[config.mk]
export PLATFORM = sky130hd
export DESIGN_NAME = dcp_top
export DESIGN_NICKNAME = d
export VERILOG_FILES = /design/src/dcp_top.v /design/src/dcp_src_sel.v
export VERILOG_INCLUDE_DIRS = /design/src
export SDC_FILE = /design/constraint.sdc
export NUM_CORES = 1
export LEC_CHECK = 0
export ABC_AREA = 1
export BUFFER_PORTS_ARGS = -buffer_cell sky130_fd_sc_hd__buf_2
export CAP_MARGIN = 25
export CORE_MARGIN = 2
export CORE_UTILIZATION = 48
export CTS_CLUSTER_SIZE = 40
export DETAILED_ROUTE_END_ITERATION = 10
export PLACE_DENSITY = 0.78
export RECOVER_POWER = 25
export SLEW_MARGIN = 10
export SYNTH_ARGS = -nofsm -noshare
export SYNTH_HDL_FRONTEND = slang
export SYNTH_HIERARCHICAL = 1
export SYNTH_SLANG_ARGS = --single-unit
[constraint.sdc]
create_clock -name REF_CLK_IN -period 1.7 [get_ports REF_CLK_IN]
set_clock_uncertainty 0.05 [all_clocks]
set_input_delay 0.34 -clock REF_CLK_IN [delete_from_list [all_inputs] [get_ports REF_CLK_IN]]
set_output_delay 0.34 -clock REF_CLK_IN [all_outputs]
set_load 0.005 [all_outputs]
[src/dcp_defines.vh]
// constants for the dual compare pulse generator: register map, fields, codes
// assumes a 32-bit apb master and one 200 MHz reference clock
//
// Functional notes
// - mode code 5 drives pin low at enable, then repeats pulses
// - first match of timer with first compare value drives pin high
// - later match with second compare value drives pin low, sets irq flag
// - continuous mode pulses until mode change or reset; every fall sets flag
// - sync at timer equal second value: timer zero next cycle, pulse intact
// - sync before first match: timer to zero, pin stays low
// - sync between first and second match: only rising edge that cycle
// - both compare values zero: pin stays low, no interrupt
// - second below first: rise, restart from zero, then fall with interrupt
// - equal values: rise at match, fall and interrupt at next match after restart
// - first zero, second larger: low first cycle, high after reset, fall at second
// - odd sequences repeat in continuous mode, happen once in single mode
// - writing mode code 4 selects single pulse and starts it at once
// - timer holds while selected external sync timer is off
// - clock select value 7 routes peripheral clock to channel timer
// - sync select 0x0B makes general timer one the sync source
// - with self sync the period is the second compare value plus one timer clocks
// - rewriting single pulse code after the pulse starts a new pulse
// - mode code zero disables the channel
`ifndef DCP_DEFINES_VH
`define DCP_DEFINES_VH

`define DCP_ADDR_W      5
`define DCP_OFS_CTRL    5'h00
`define DCP_OFS_FIRST   5'h04
`define DCP_OFS_SECOND  5'h08
`define DCP_OFS_TIMER   5'h0C
`define DCP_OFS_STATUS  5'h10

`define DCP_MODE_LSB    0
`define DCP_MODE_MSB    2
`define DCP_CLK_LSB     10
`define DCP_CLK_MSB     12
`define DCP_SYNC_LSB    16
`define DCP_SYNC_MSB    20
`define DCP_ST_FLAG     0
`define DCP_ST_PIN      1
`define DCP_ST_DONE     2

`define DCP_MODE_OFF    3'h0
`define DCP_MODE_SINGLE 3'h4
`define DCP_MODE_CONT   3'h5

`define DCP_CLK_PERIPH  3'h7
`define DCP_SYNC_NONE   5'h00
`define DCP_SYNC_GENERAL_TIMER_ONE   5'h0B
`define DCP_SYNC_SELF   5'h1F

`define DCP_CNT_ZERO    16'h0000
`define DCP_CNT_ONE     16'h0001
`define DCP_WORD_ZERO   32'h0000_0000

`endif

[src/dcp_top.v]
// dual compare pulse generator channel with apb register access
// assumes an apb master on REF_CLK_IN and source ticks synchronous to it
`timescale 1ns/1ps
`include "dcp_defines.vh"
module dcp_top (
	// clock and reset
	input  wire        REF_CLK_IN,
	input  wire        RST_N_IN,
	// apb slave
	input  wire        PSEL_IN,
	input  wire        PENABLE_IN,
	input  wire        PWRITE_IN,
	input  wire [31:0] PADDR_IN,
	input  wire [31:0] PWDATA_IN,
	output reg  [31:0] PRDATA_OUT,
	output reg         PREADY_OUT,
	output reg         PSLVERR_OUT,
	// timer sources
	input  wire [4:0]  TICK_SRC_IN,
	input  wire [31:0] SYNC_SRC_IN,
	input  wire        GT1_SYNC_IN,
	input  wire        GT1_RUN_IN,
	// channel outputs
	output reg         COMPARE_PIN_OUT,
	output reg         IRQ_FLAG_OUT
);

	// registers
	reg  [2:0]  mode_q;
	reg  [2:0]  clk_sel_q;
	reg  [4:0]  sync_sel_q;
	reg  [15:0] first_q;
	reg  [15:0] second_q;
	reg  [15:0] timer_q;
	reg         flag_q;
	reg         done_q;
	reg         fresh_q;
	reg         sync_pend_q;
	reg         start_q;

	// bus decode
	wire        access;
	wire        wr_en;
	wire        rd_en;
	wire [4:0]  addr;
	wire        mapped;
	wire [2:0]  wr_mode;
	reg  [31:0] rd_word;

	// source selection results
	wire        tick_sel;
	wire        ext_sync;
	wire        src_run;

	// compare terms
	wire        active;
	wire        tick;
	wire        both_zero;
	wire        hit_first;
	wire        hit_second;
	wire        self_sync;
	wire        sync_now;
	wire        rise;
	wire        fall;
	wire        flag_clr;

	dcp_src_sel i_dcp_src_sel (
		.clk_sel_in   (clk_sel_q),
		.sync_sel_in  (sync_sel_q),
		.tick_src_in  (TICK_SRC_IN),
		.sync_src_in  (SYNC_SRC_IN),
		.gt1_sync_in  (GT1_SYNC_IN),
		.gt1_run_in   (GT1_RUN_IN),
		.tick_out     (tick_sel),
		.ext_sync_out (ext_sync),
		.run_out      (src_run)
	);

	// one wait state: ready rises in the second access cycle, transfer completes there
	assign access  = PSEL_IN & PENABLE_IN & PREADY_OUT;
	assign wr_en   = access & PWRITE_IN;
	assign rd_en   = PSEL_IN & PENABLE_IN & ~PREADY_OUT & ~PWRITE_IN;
	assign addr    = PADDR_IN[4:0];
	assign wr_mode = PWDATA_IN[`DCP_MODE_MSB:`DCP_MODE_LSB];
	assign mapped  = (PADDR_IN[31:5] == 27'h0000000) &&
		((addr == `DCP_OFS_CTRL) || (addr == `DCP_OFS_FIRST) ||
		(addr == `DCP_OFS_SECOND) || (addr == `DCP_OFS_TIMER) ||
		(addr == `DCP_OFS_STATUS));

	always @* begin
		rd_word = `DCP_WORD_ZERO;
		case (addr)
			`DCP_OFS_CTRL: begin
				rd_word[`DCP_MODE_MSB:`DCP_MODE_LSB] = mode_q;
				rd_word[`DCP_CLK_MSB:`DCP_CLK_LSB]   = clk_sel_q;
				rd_word[`DCP_SYNC_MSB:`DCP_SYNC_LSB] = sync_sel_q;
			end
			`DCP_OFS_FIRST: begin
				rd_word[15:0] = first_q;
			end
			`DCP_OFS_SECOND: begin
				rd_word[15:0] = second_q;
			end
			`DCP_OFS_TIMER: begin
				rd_word[15:0] = timer_q;
			end
			`DCP_OFS_STATUS: begin
				rd_word[`DCP_ST_FLAG] = flag_q;
				rd_word[`DCP_ST_PIN]  = COMPARE_PIN_OUT;
				rd_word[`DCP_ST_DONE] = done_q;
			end
			default: begin
				rd_word = `DCP_WORD_ZERO;
			end
		endcase
	end

	always @(posedge REF_CLK_IN) begin
		if (!RST_N_IN) begin
			PREADY_OUT  <= 1'b0;
			PRDATA_OUT  <= `DCP_WORD_ZERO;
			PSLVERR_OUT <= 1'b0;
		end else begin
			PREADY_OUT  <= PSEL_IN & PENABLE_IN & ~PREADY_OUT;
			PSLVERR_OUT <= PSEL_IN & PENABLE_IN & ~PREADY_OUT & ~mapped;
			if (rd_en)
				PRDATA_OUT <= rd_word;
		end
	end

	// control registers and start request
	always @(posedge REF_CLK_IN) begin
		if (!RST_N_IN) begin
			mode_q     <= `DCP_MODE_OFF;
			clk_sel_q  <= 3'h0;
			sync_sel_q <= 5'h00;
			first_q    <= `DCP_CNT_ZERO;
			second_q   <= `DCP_CNT_ZERO;
			start_q    <= 1'b0;
		end else begin
			start_q <= 1'b0;
			if (wr_en && (addr == `DCP_OFS_CTRL)) begin
				mode_q     <= wr_mode;
				clk_sel_q  <= PWDATA_IN[`DCP_CLK_MSB:`DCP_CLK_LSB];
				sync_sel_q <= PWDATA_IN[`DCP_SYNC_MSB:`DCP_SYNC_LSB];
				// a repeat write of the single code restarts; continuous keeps running
				if (wr_mode == `DCP_MODE_SINGLE)
					start_q <= 1'b1;
				else if ((wr_mode == `DCP_MODE_CONT) && (mode_q != `DCP_MODE_CONT))
					start_q <= 1'b1;
			end
			if (wr_en && (addr == `DCP_OFS_FIRST))
				first_q <= PWDATA_IN[15:0];
			if (wr_en && (addr == `DCP_OFS_SECOND))
				second_q <= PWDATA_IN[15:0];
		end
	end

	// only dual compare codes run this channel; other codes leave it idle
	assign active     = (mode_q == `DCP_MODE_SINGLE) || (mode_q == `DCP_MODE_CONT);
	assign tick       = active & tick_sel & src_run & ~start_q;
	assign both_zero  = (first_q == `DCP_CNT_ZERO) && (second_q == `DCP_CNT_ZERO);
	// a zero first value is not taken on the very first count after enable
	assign hit_first  = (timer_q == first_q) & ~both_zero &
		~(fresh_q & (timer_q == `DCP_CNT_ZERO));
	assign hit_second = (timer_q == second_q) & ~both_zero;
	assign self_sync  = (sync_sel_q == `DCP_SYNC_SELF) && (timer_q == second_q);
	assign sync_now   = sync_pend_q | ext_sync | self_sync;
	assign rise       = tick & ~done_q & ~COMPARE_PIN_OUT & hit_first;
	assign fall       = tick & ~done_q & COMPARE_PIN_OUT & hit_second;
	assign flag_clr   = wr_en && (addr == `DCP_OFS_STATUS) && PWDATA_IN[`DCP_ST_FLAG];

	// channel timer and sync handling
	always @(posedge REF_CLK_IN) begin
		if (!RST_N_IN) begin
			timer_q     <= `DCP_CNT_ZERO;
			fresh_q     <= 1'b0;
			sync_pend_q <= 1'b0;
		end else if (start_q || !active) begin
			timer_q     <= `DCP_CNT_ZERO;
			fresh_q     <= 1'b1;
			sync_pend_q <= 1'b0;
		end else if (tick) begin
			fresh_q     <= 1'b0;
			sync_pend_q <= 1'b0;
			if (sync_now)
				timer_q <= `DCP_CNT_ZERO;
			else
				timer_q <= timer_q + `DCP_CNT_ONE;
		end else if (ext_sync) begin
			// a sync between slow ticks is held until the next timer clock
			sync_pend_q <= 1'b1;
		end
	end

	// output pin, single pulse completion and interrupt flag
	always @(posedge REF_CLK_IN) begin
		if (!RST_N_IN) begin
			COMPARE_PIN_OUT <= 1'b0;
			done_q          <= 1'b0;
			flag_q          <= 1'b0;
			IRQ_FLAG_OUT    <= 1'b0;
		end else begin
			if (start_q || !active) begin
				COMPARE_PIN_OUT <= 1'b0;
				done_q          <= 1'b0;
			end else if (rise) begin
				COMPARE_PIN_OUT <= 1'b1;
			end else if (fall) begin
				COMPARE_PIN_OUT <= 1'b0;
				if (mode_q == `DCP_MODE_SINGLE)
					done_q <= 1'b1;
			end
			// set wins over a clear in the same cycle
			if (fall)
				flag_q <= 1'b1;
			else if (flag_clr)
				flag_q <= 1'b0;
			IRQ_FLAG_OUT <= fall | (flag_q & ~flag_clr);
		end
	end

endmodule

[src/dcp_src_sel.v]
// clock and sync source selection for the channel timer
// assumes source ticks, sync pulses and run levels are synchronous to the clock
`timescale 1ns/1ps
`include "dcp_defines.vh"
module dcp_src_sel (
	// selects
	input  wire [2:0]  clk_sel_in,
	input  wire [4:0]  sync_sel_in,
	// timer clock sources, codes 0 to 4
	input  wire [4:0]  tick_src_in,
	// other sync sources, indexed by select code
	input  wire [31:0] sync_src_in,
	// general timer one
	input  wire        gt1_sync_in,
	input  wire        gt1_run_in,
	// results
	output reg         tick_out,
	output reg         ext_sync_out,
	output reg         run_out
);

	always @* begin
		if (clk_sel_in == `DCP_CLK_PERIPH)
			tick_out = 1'b1;
		else if (clk_sel_in < 3'h5)
			tick_out = tick_src_in[clk_sel_in];
		else
			tick_out = 1'b0;
	end

	// self sync is decided by the compare logic, so it is not an external event here
	always @* begin
		ext_sync_out = 1'b0;
		run_out      = 1'b1;
		case (sync_sel_in)
			`DCP_SYNC_NONE: begin
				ext_sync_out = 1'b0;
			end
			`DCP_SYNC_SELF: begin
				ext_sync_out = 1'b0;
			end
			`DCP_SYNC_GENERAL_TIMER_ONE: begin
				ext_sync_out = gt1_sync_in;
				run_out      = gt1_run_in;
			end
			default: begin
				ext_sync_out = sync_src_in[sync_sel_in];
			end
		endcase
	end

endmodule

# --- Word level (Yosys, flattened, before mapping) ---
# Cells that the tools add are included.
op_classes:
  addsub: 1
  magnitude_cmp: 3
  eq_ne: 14
  mux: 22
  bitwise: 33
  reduce_logical: 30
ops:
  columns: ["cell", "count"]
  rows:
  - ["zero test 16 bit", 3]
  - ["== test 16 bit", 2]
  - ["zero test 27 bit", 1]
  - ["case mux 7 bit (3 select lines)", 1]
  - ["bitwise AND 1 bit", 19]
  - ["adder 16 x 1 -> 16 bit (second input constant)", 1]
  - ["two-way mux 16 bit", 1]
  - ["== test 3 bit (second input constant)", 5]
  - ["== test 5 x 4 -> 1 bit (second input constant)", 3]
  - ["case mux 3 bit (5 select lines)", 1]
  - ["two-way mux 1 bit", 13]
  - ["case mux 3 bit (4 select lines)", 1]
  - ["inverter 1 bit", 11]
  - ["== test 5 bit (second input constant)", 2]
  - ["zero test 5 bit", 2]
  - ["logical AND 1 bit", 9]
  - ["case mux 3 bit (3 select lines)", 1]
  - ["logical OR 1 bit", 6]
  - ["less-than comparator 5 x 6 -> 1 bit (second input constant)", 1]
  - ["nonzero test 2 bit", 3]
  - ["binary-select mux 1 bit (select 5 bit)", 1]
  - ["== test 5 x 3 -> 1 bit (second input constant)", 1]
  - ["two-way mux 5 bit", 1]
  - ["less-than comparator 3 x 4 -> 1 bit (second input constant)", 1]
  - ["10 further kinds", 13]
totals:
  ff_bits: 89
  out_inout_bits: 36
  word_cells: 119

# --- Logic depth before layout (Yosys ltp) ---
# Gate-level depths: netlist of run 1.
logic_depth:
  ltp_word: 12
  mapped_depth: 18
  ltp_nobuf: 15

# --- Cells and area by module ---
# The synthesis of run 1 kept the hierarchy.
by_module_without_submodules:
  columns: ["module", "n_inst", "cells_per_inst", "area_each_um2", "seq_area_each_um2"]
  rows:
  - ["dcp_top", 1, 672, 4493.1, 1781.7]
  - ["dcp_src_sel", 1, 119, 530.5, 0.0]

# --- Worst setup path before layout of run 1 ---
# OpenSTA, ideal clock, no wires.
synth_timing:
  path_kind: "reg-to-reg"
  start: "register sync_sel_q[0]"
  end: "register timer_q[5]"
  setup_time_ns: 0.064
  arrival_time_ns: 1.689
  required_time_ns: 1.586
  slack_ns: -0.103
  path_stages_with_launch: 14
  path_buffers: 3
  path_cell_list: "dfxtp_1 buf_6 buf_6 nand2_1 nor4_2 nand2_1 nand2_1 inv_1 nand2_4 inv_1 nand2_2 nand2_4 buf_8 nor2_1"
synth_between:
  word_cells_on_any_way: 14
  classes_between: "eq/ne: 2; mux: 5; bitwise: 4; reduce/logical: 3"
synth_rtl:
  columns: ["element", "line_no", "text"]
  rows:
  - ["start: declaration", "dcp_top.v:31", "reg [4:0] sync_sel_q;"]
  - ["start signal: assignment", "dcp_top.v:145", "sync_sel_q <= PWDATA_IN[`DCP_SYNC_MSB:`DCP_SYNC_LSB];"]
  - ["== test 5 x 4 -> 1 bit", "dcp_src_sel.v:35", "case (sync_sel_in)"]
  - ["two-way mux 1 bit", "dcp_src_sel.v:35", null]
  - ["via src_run", "dcp_top.v:53", "wire src_run;"]
  - ["bitwise AND 1 bit (2 in a row)", "dcp_top.v:161", "assign tick = active & tick_sel & src_run & ~start_q;"]
  - ["end signal: assignment", "dcp_top.v:176", "timer_q <= `DCP_CNT_ZERO;"]
  - ["end signal: assignment", "dcp_top.v:180", "timer_q <= `DCP_CNT_ZERO;"]
  - ["end signal: assignment", "dcp_top.v:187", "timer_q <= `DCP_CNT_ZERO;"]
  - ["end: declaration", "dcp_top.v:34", "reg [15:0] timer_q;"]
# The timed path passes the listed nets, and every way through them passes these cells. The select of a mux whose other input is x is not followed.
# A chain may end at the register's enable or synchronous reset.

# --- Worst setup path after layout of run 1 ---
layout_timing:
  start: "register sync_sel_q[0]"
  end: "register timer_q[9]"
layout_between:
  elab_chain_cells: 6
  word_cells_on_any_way: 14
  classes_between: "eq/ne: 2; mux: 5; bitwise: 4; reduce/logical: 3"
layout_lines:
  columns: ["element", "line_no", "text"]
  rows:
  - ["binary-select mux 1 bit (select 5 bit), or another cell as far along", "dcp_src_sel.v:47", "ext_sync_out = sync_src_in[sync_sel_in];"]
  - ["two-way mux 1 bit (implied by the code) or OR reduction 2 bit (tied branches)", null, null]
  - ["case mux 1 bit (2 select lines) (*)", "dcp_src_sel.v:35", null]
  - ["via ext_sync", "dcp_top.v:52", "wire ext_sync;"]
  - ["OR 1 bit (*) (2 in a row)", "dcp_top.v:168", "assign sync_now = sync_pend_q | ext_sync | self_sync;"]
  - ["two-way mux 16 bit (*)", "dcp_top.v:186", "if (sync_now)"]
  - ["end signal: assignment", "dcp_top.v:176", null]
  - ["end signal: assignment", "dcp_top.v:187", null]
  - ["end signal: assignment", "dcp_top.v:189", "timer_q <= timer_q + `DCP_CNT_ONE;"]
# Mark *: on every way through the listed nets, which the timed path passes. The rest lies on a longest branch. The select of a mux whose other input is x is not followed.

==> results of run 1 <==
==> registers in the layout, indices dropped and copies added (netlist names), 3 cells and up <==
register and cells:
first_q 16, timer_q 16, clk_sel_q 3, sync_sel_q 5, second_q 16, mode_q 3, PRDATA_OUT 21
==> stage by stage <==
| stage | cells | utilization, % | setup WS [ns] |
|---|---|---|---|
| 6_report | 1103 | 66.1 | -0.233 |
| 5_1_grt | 1103 | 66.1 | -0.312 |
| 4_1_cts | 1101 | 63.2 | -0.101 |
| 3_5_place_dp | 1068 | 59.4 | -0.173 |
| 3_3_place_gp | 1068 | 59.4 | -0.130 |
| 2_1_floorplan | 801 | - | -0.0249 |
==> worst paths after layout <==
check	startpoint	endpoint	slack, ns	depth (start not counted)
worst max-delay path	sync_sel_q[0]	timer_q[9]	-0.23	12
worst min-delay path	PWDATA_IN[1]	start_q	0.12	2
worst max register to register	sync_sel_q[0]	timer_q[9]	-0.23	12
worst min register to register	PRDATA_OUT[4]	PRDATA_OUT[4]	0.42	2
==> synth_stat cells, types with 2 or more instances <==
cell	count
nand2_4	2
nand2_2	2
ha_1	2
nor3_1	17
dfxtp_1	89
buf_2	7
o21ai_1	2
nor4_1	6
a21oi_1	66
o21ai_0	72
inv_1	95
inv_2	8
nand3_1	44
nand2_1	187
buf_4	11
nor3_2	3
nand3b_1	2
buf_6	3
nor2_1	106
xor2_1	12
o22ai_1	19
nand4_1	9
clkbuf_1	12
buf_1	3
==> metal layers <==
metal,share of wire [%],track usage [%]
met5,0,0
met4,2.8,10.2
met3,8.6,4.41
met2,47,45.0
met1,42,35.8
==> power groups by stage <==
stage	clock network (mW)	registers, mW	logic, mW
after floorplan	0	2.14	0.138
after CTS	1.41	2.09	0.306
after detailed placement	0	2.14	0.292
after global placement	0	2.14	0.289
after global routing	1.51	2.09	0.359
final	1.41	2.09	0.323
==> critical path, delay by kind of cell (launching register included) <==
family / cells / cell delay, ns
AOI/OAI and AO/OA: 1 / 0.03
and+or+nand+nor: 9 / 1.07
buffers and inverters: 2 / 0.31
DFF: 1 / 0.38
==> logic make-up after synthesis <==
| kind of cell | count (synthesis) |
|---|---|
| adders and majority gates | 2 |
| buffers and inverters | 141 |
| xor gates and xnor gates | 13 |
| other | 1 |
| DFF | 89 |
| AOI/OAI and AO/OA | 161 |
| and+or+nand+nor | 384 |
==> layout make-up <==
cell class / count / area, um2
inverters: 104 / 413
well taps: 136 / 170
flip-flops and latches: 89 / 1790
clock inverters: 5 / 38.8
fillers: 914 / 3470
multi-input cells: 572 / 3010
clock buffers: 11 / 151
repair buffers: 185 / 1180
repair inverters: 1 / 8.76
==> timing repair <==
action / CTS / global route
gates resized for setup: 25 / 73
setup endpoints to repair: 20 / 47
cloned: 2 / 0
buffers inserted: 15 / 6
pin swaps: 10 / 24
==> results.ini, run 1 <==
[timing]
setup_viol=21
worst_slack_ns=-0.233
max_freq_mhz=517
min_period_ns=1.93
period_share_pct=114
rsz0062_at_grt=yes
hold_viol=0
drv_slew=0
worst_hold_slack_ns=0.120
setup_tns_ns=-3.60

[place]
routabilityCongestion=0.943
post-dp-hpwl_um=11200
io_buffers=121
placed_cell_area_mm2=0.00608

[routing]
drt.antenna.violating_nets=0
routedWlPerCell_um=14.4
drcViolationCount=0
dr.pass1.iters=6
vias=5764
avgViaCountPerCell=5.23
routed_wl_um=15900
drt_iter0_drc=476

[synthesis]
synth-edff-count=0
syn_inst=791
synth_fa_ha_area_share_pct=0.498
syn_area_mm2=0.00502
ys_seq_area_share_pct=35.5
synth.area.top_cells=dfxtp_1 35%, nand2_1 14%, nor2_1 7.9%
synth_compound_area_share_pct=16.6
synth_simple_gate_area_share_pct=32.8
synth.avg_cell_area_um2=6.35
netlist.area_leader.share_pct=35.5
synth_top_family_by_area=simple AND/OR/NAND/NOR gates
synth-xor-area-share_pct=2.27
ys_async_sr_fraction_pct=0
synth.distinct_cells=36
ys_ff_latch=89
yosysTopAreaCell=dfxtp_1
ys.flop_type=dfxtp_1
yosys_warnings=6
muxShareOfSynthArea_pct=0

[worst_setup_path]
start_kind=flop
cpMaxStageDelayCell=dfxtp_4
worstPathMaxFanout=8
worstPathCellList=buf_12 -> nand2_4 -> nor4_4 -> buf_4 -> a21oi_2 -> nand3_2 -> nand2_2 -> nor2_4 -> nand2_4 -> nand2_8 -> nand2_8 -> nor2_1
cp.arrival_ns=2.19
criticalPathCategory=reg -> reg
endpoint_kind=flop
crit_path_max_incr_delay_ns=0.38
crit_required_ns=1.95

[clocking]
clock_path_buffers=2
clock-sinks=89
clock-root-buffer=clkbuf_8
clk_pin_slew_ns=0.10
numCtsBuffers=9
cts.htree.levels=3
clk_latency_ns=0.37
holdBufCountCts=0
cts_tree=built

[pwr]
power.share.switching_pct=25.1
switchingPower_mw=0.959
finalPower_mw=3.82
power.density_mw_per_mm2=565
peakVddDrop_mv=0.512
leakagePower_nw=2.94
clkPwrFrac_pct=36.8
p_seq_share_pct=54.8
p_int_mw=2.86
combPwrFrac_pct=8.5

[grt]
grt_antenna_before_repair=0
grt_max_degree=31
track_usage_pct=27.2
grt_pass1_vias=5191
overflow=0
grt_pass1_wl_um=24700

[finish]
nets=1072
layout_commonest_cell=nand2_1
area_growth_pct=34.6
final_cell_mix=176 x nand2_1, 110 x buf_2, 92 x inv_1, 85 x dfxtp_1, 84 x nor2_1
fin_area_mm2=0.00676
antennaDiodeCount=0
drive_above_1_share_pct=28.1

[worst_hold_path]
hold_path.class=in -> reg

[floorplanning]
dieArea_mm2=0.0113
fp-row-count=37
start_util_pct=49.1
io_pins=144
coreArea_mm2=0.0102
die_h_um=106
die_x_um=106

[status]
status=finished, violations left
violations=negative setup slack

[job]
cap_violations=0

Power figures use the tool's default switching activity.
==> inputs of run 2 (changes only) <==
--- a/constraint.sdc
+++ b/constraint.sdc
@@ -3,3 +3,3 @@
 set_input_delay 0.34 -clock REF_CLK_IN [delete_from_list [all_inputs] [get_ports REF_CLK_IN]]
 set_output_delay 0.34 -clock REF_CLK_IN [all_outputs]
-set_load 0.005 [all_outputs]
+set_load 0.05 [all_outputs]
==> results.ini, run 2 (synthesis results as in run 1) <==
[clocking]
clk_pin_slew_ns=0.09
cts_tree=built
clock_path_buffers=2
clock-sinks=89
holdBufCountCts=0
cts.htree.levels=3
numCtsBuffers=9
clk_latency_ns=0.37
clock-root-buffer=clkbuf_8

[grt]
track_usage_pct=26.4
overflow=0
grt_pass1_vias=5040
grt_max_degree=33
grt_antenna_before_repair=0
grt_pass1_wl_um=23800

[timing]
rsz0062_at_grt=yes
worst_hold_slack_ns=0.124
period_share_pct=107
setup_tns_ns=-1.63
tightest_slew_ns=0.604
drv_slew=0
setup_viol=24
max_freq_mhz=549
slew_headroom_pct=59.9
min_period_ns=1.82
worst_slack_ns=-0.121
hold_viol=0

[place]
io_buffers=121
pre_cts_ws_ns=-0.155
routabilityCongestion=0.932
dp_cells=1061
post-dp-hpwl_um=11100

[floorplanning]
io_pins=144
die_h_um=106
dieArea_mm2=0.0113
start_util_pct=49.1
coreArea_mm2=0.0102
die_x_um=106
fp-row-count=37

[pwr]
peakVddDrop_mv=0.426
power.share.switching_pct=26.2
p_int_mw=2.80
power.density_mw_per_mm2=590
clkPwrFrac_pct=35.1
combPwrFrac_pct=9.7
switchingPower_mw=0.994
p_seq_share_pct=55.2
leakagePower_nw=2.81
finalPower_mw=3.79

[worst_setup_path]
endpoint_kind=flop
criticalPathCategory=reg -> reg
worstPathMaxFanout=14
start_kind=flop
r2r_slack_ns=-0.12
cp.arrival_ns=2.07
crit_required_ns=1.95

[finish]
largest_reg_flops=21
drive_above_1_share_pct=25.2
top_register=PRDATA_OUT
num-fill-cells=977
antennaDiodeCount=0
nets=1051
area_growth_pct=27.9
layout_commonest_cell=nand2_1
final_cell_mix=181 x nand2_1, 104 x buf_2, 91 x inv_1, 90 x nor2_1, 83 x dfxtp_1
fin_cells=1082

[status]
violations=negative setup slack
status=finished, violations left

[routing]
drt.antenna.violating_nets=0
routed_wl_um=15100
vias=5590
drt_iter0_drc=442
dr.pass1.iters=5
drcViolationCount=0
avgViaCountPerCell=5.17
routedWlPerCell_um=13.9

[worst_hold_path]
hold_path.class=in -> reg

[job]
cap_violations=0

run 2: power by group through the flow:
stage | registers (mW) | logic, mW | clock network, mW
after floorplan | 2.16 | 0.186 | 0
after global placement | 2.14 | 0.356 | 0
after detailed placement | 2.14 | 0.358 | 0
after CTS | 2.09 | 0.363 | 1.35
after global routing | 2.09 | 0.401 | 1.42
final | 2.09 | 0.366 | 1.33
run 2: worst max-delay path: stages (launching register included):
cell	delay [ns]
dfxtp_2	0.36
buf_12	0.16
nor2_1	0.09
nand2_1	0.06
nand4_1	0.08
a21oi_1	0.15
nand2_1	0.08
nand3_2	0.07
nand2_2	0.07
nor2_4	0.13
nand2_2	0.08
nand2_4	0.14
nand2_8	0.12
nor2_4	0.12
run 2: what timing repair did:
item / 4_1_cts / 5_1_grt
cloned: 0 / 2
gates resized for setup: 14 / 50
endpoints found under the setup margin: 20 / 27
pin swaps: 8 / 13
hold endpoints to repair: 0 / 0
buffers inserted: 2 / 1
run 2: metrics by stage:
step	cell area (um2)	utilization (%)
floorplan	5080	-
global placement	6020	58.9
detailed placement	6020	58.9
CTS	6250	61.1
global route	6420	62.8
finish	6420	62.8
run 2: final timing paths:
| path | start | end | depth (start not counted) |
|---|---|---|---|
| max | sync_sel_q[0] | timer_q[2] | 13 |
| min | PWDATA_IN[1] | start_q | 2 |
| max reg2reg | sync_sel_q[0] | timer_q[2] | 13 |
| min reg2reg | PRDATA_OUT[5] | PRDATA_OUT[5] | 2 |
run 2: final cells by class:
cell class | count | area, um2 | area share [%]
clock buffer | 11 | 141 | 2.20
clock inverter | 5 | 31.3 | 0.487
inverter | 104 | 408 | 6.35
multi-input combinational | 572 | 2880 | 44.9
sequential | 89 | 1790 | 27.9
tap | 136 | 170 | 2.65
timing repair buffer | 164 | 991 | 15.4
timing repair inverter | 1 | 8.76 | 0.136
run 2: layer usage:
layer	vias to the layer above	GRT usage (%)	part of all wire (%)	wire length [um]
met1	2492	35.4	44	6690
met5	-	0	0	0
met4	0	7.61	2.2	336
met3	35	4.48	7.4	1120
met2	232	43.8	46	6920
li1	2831	-	-	-
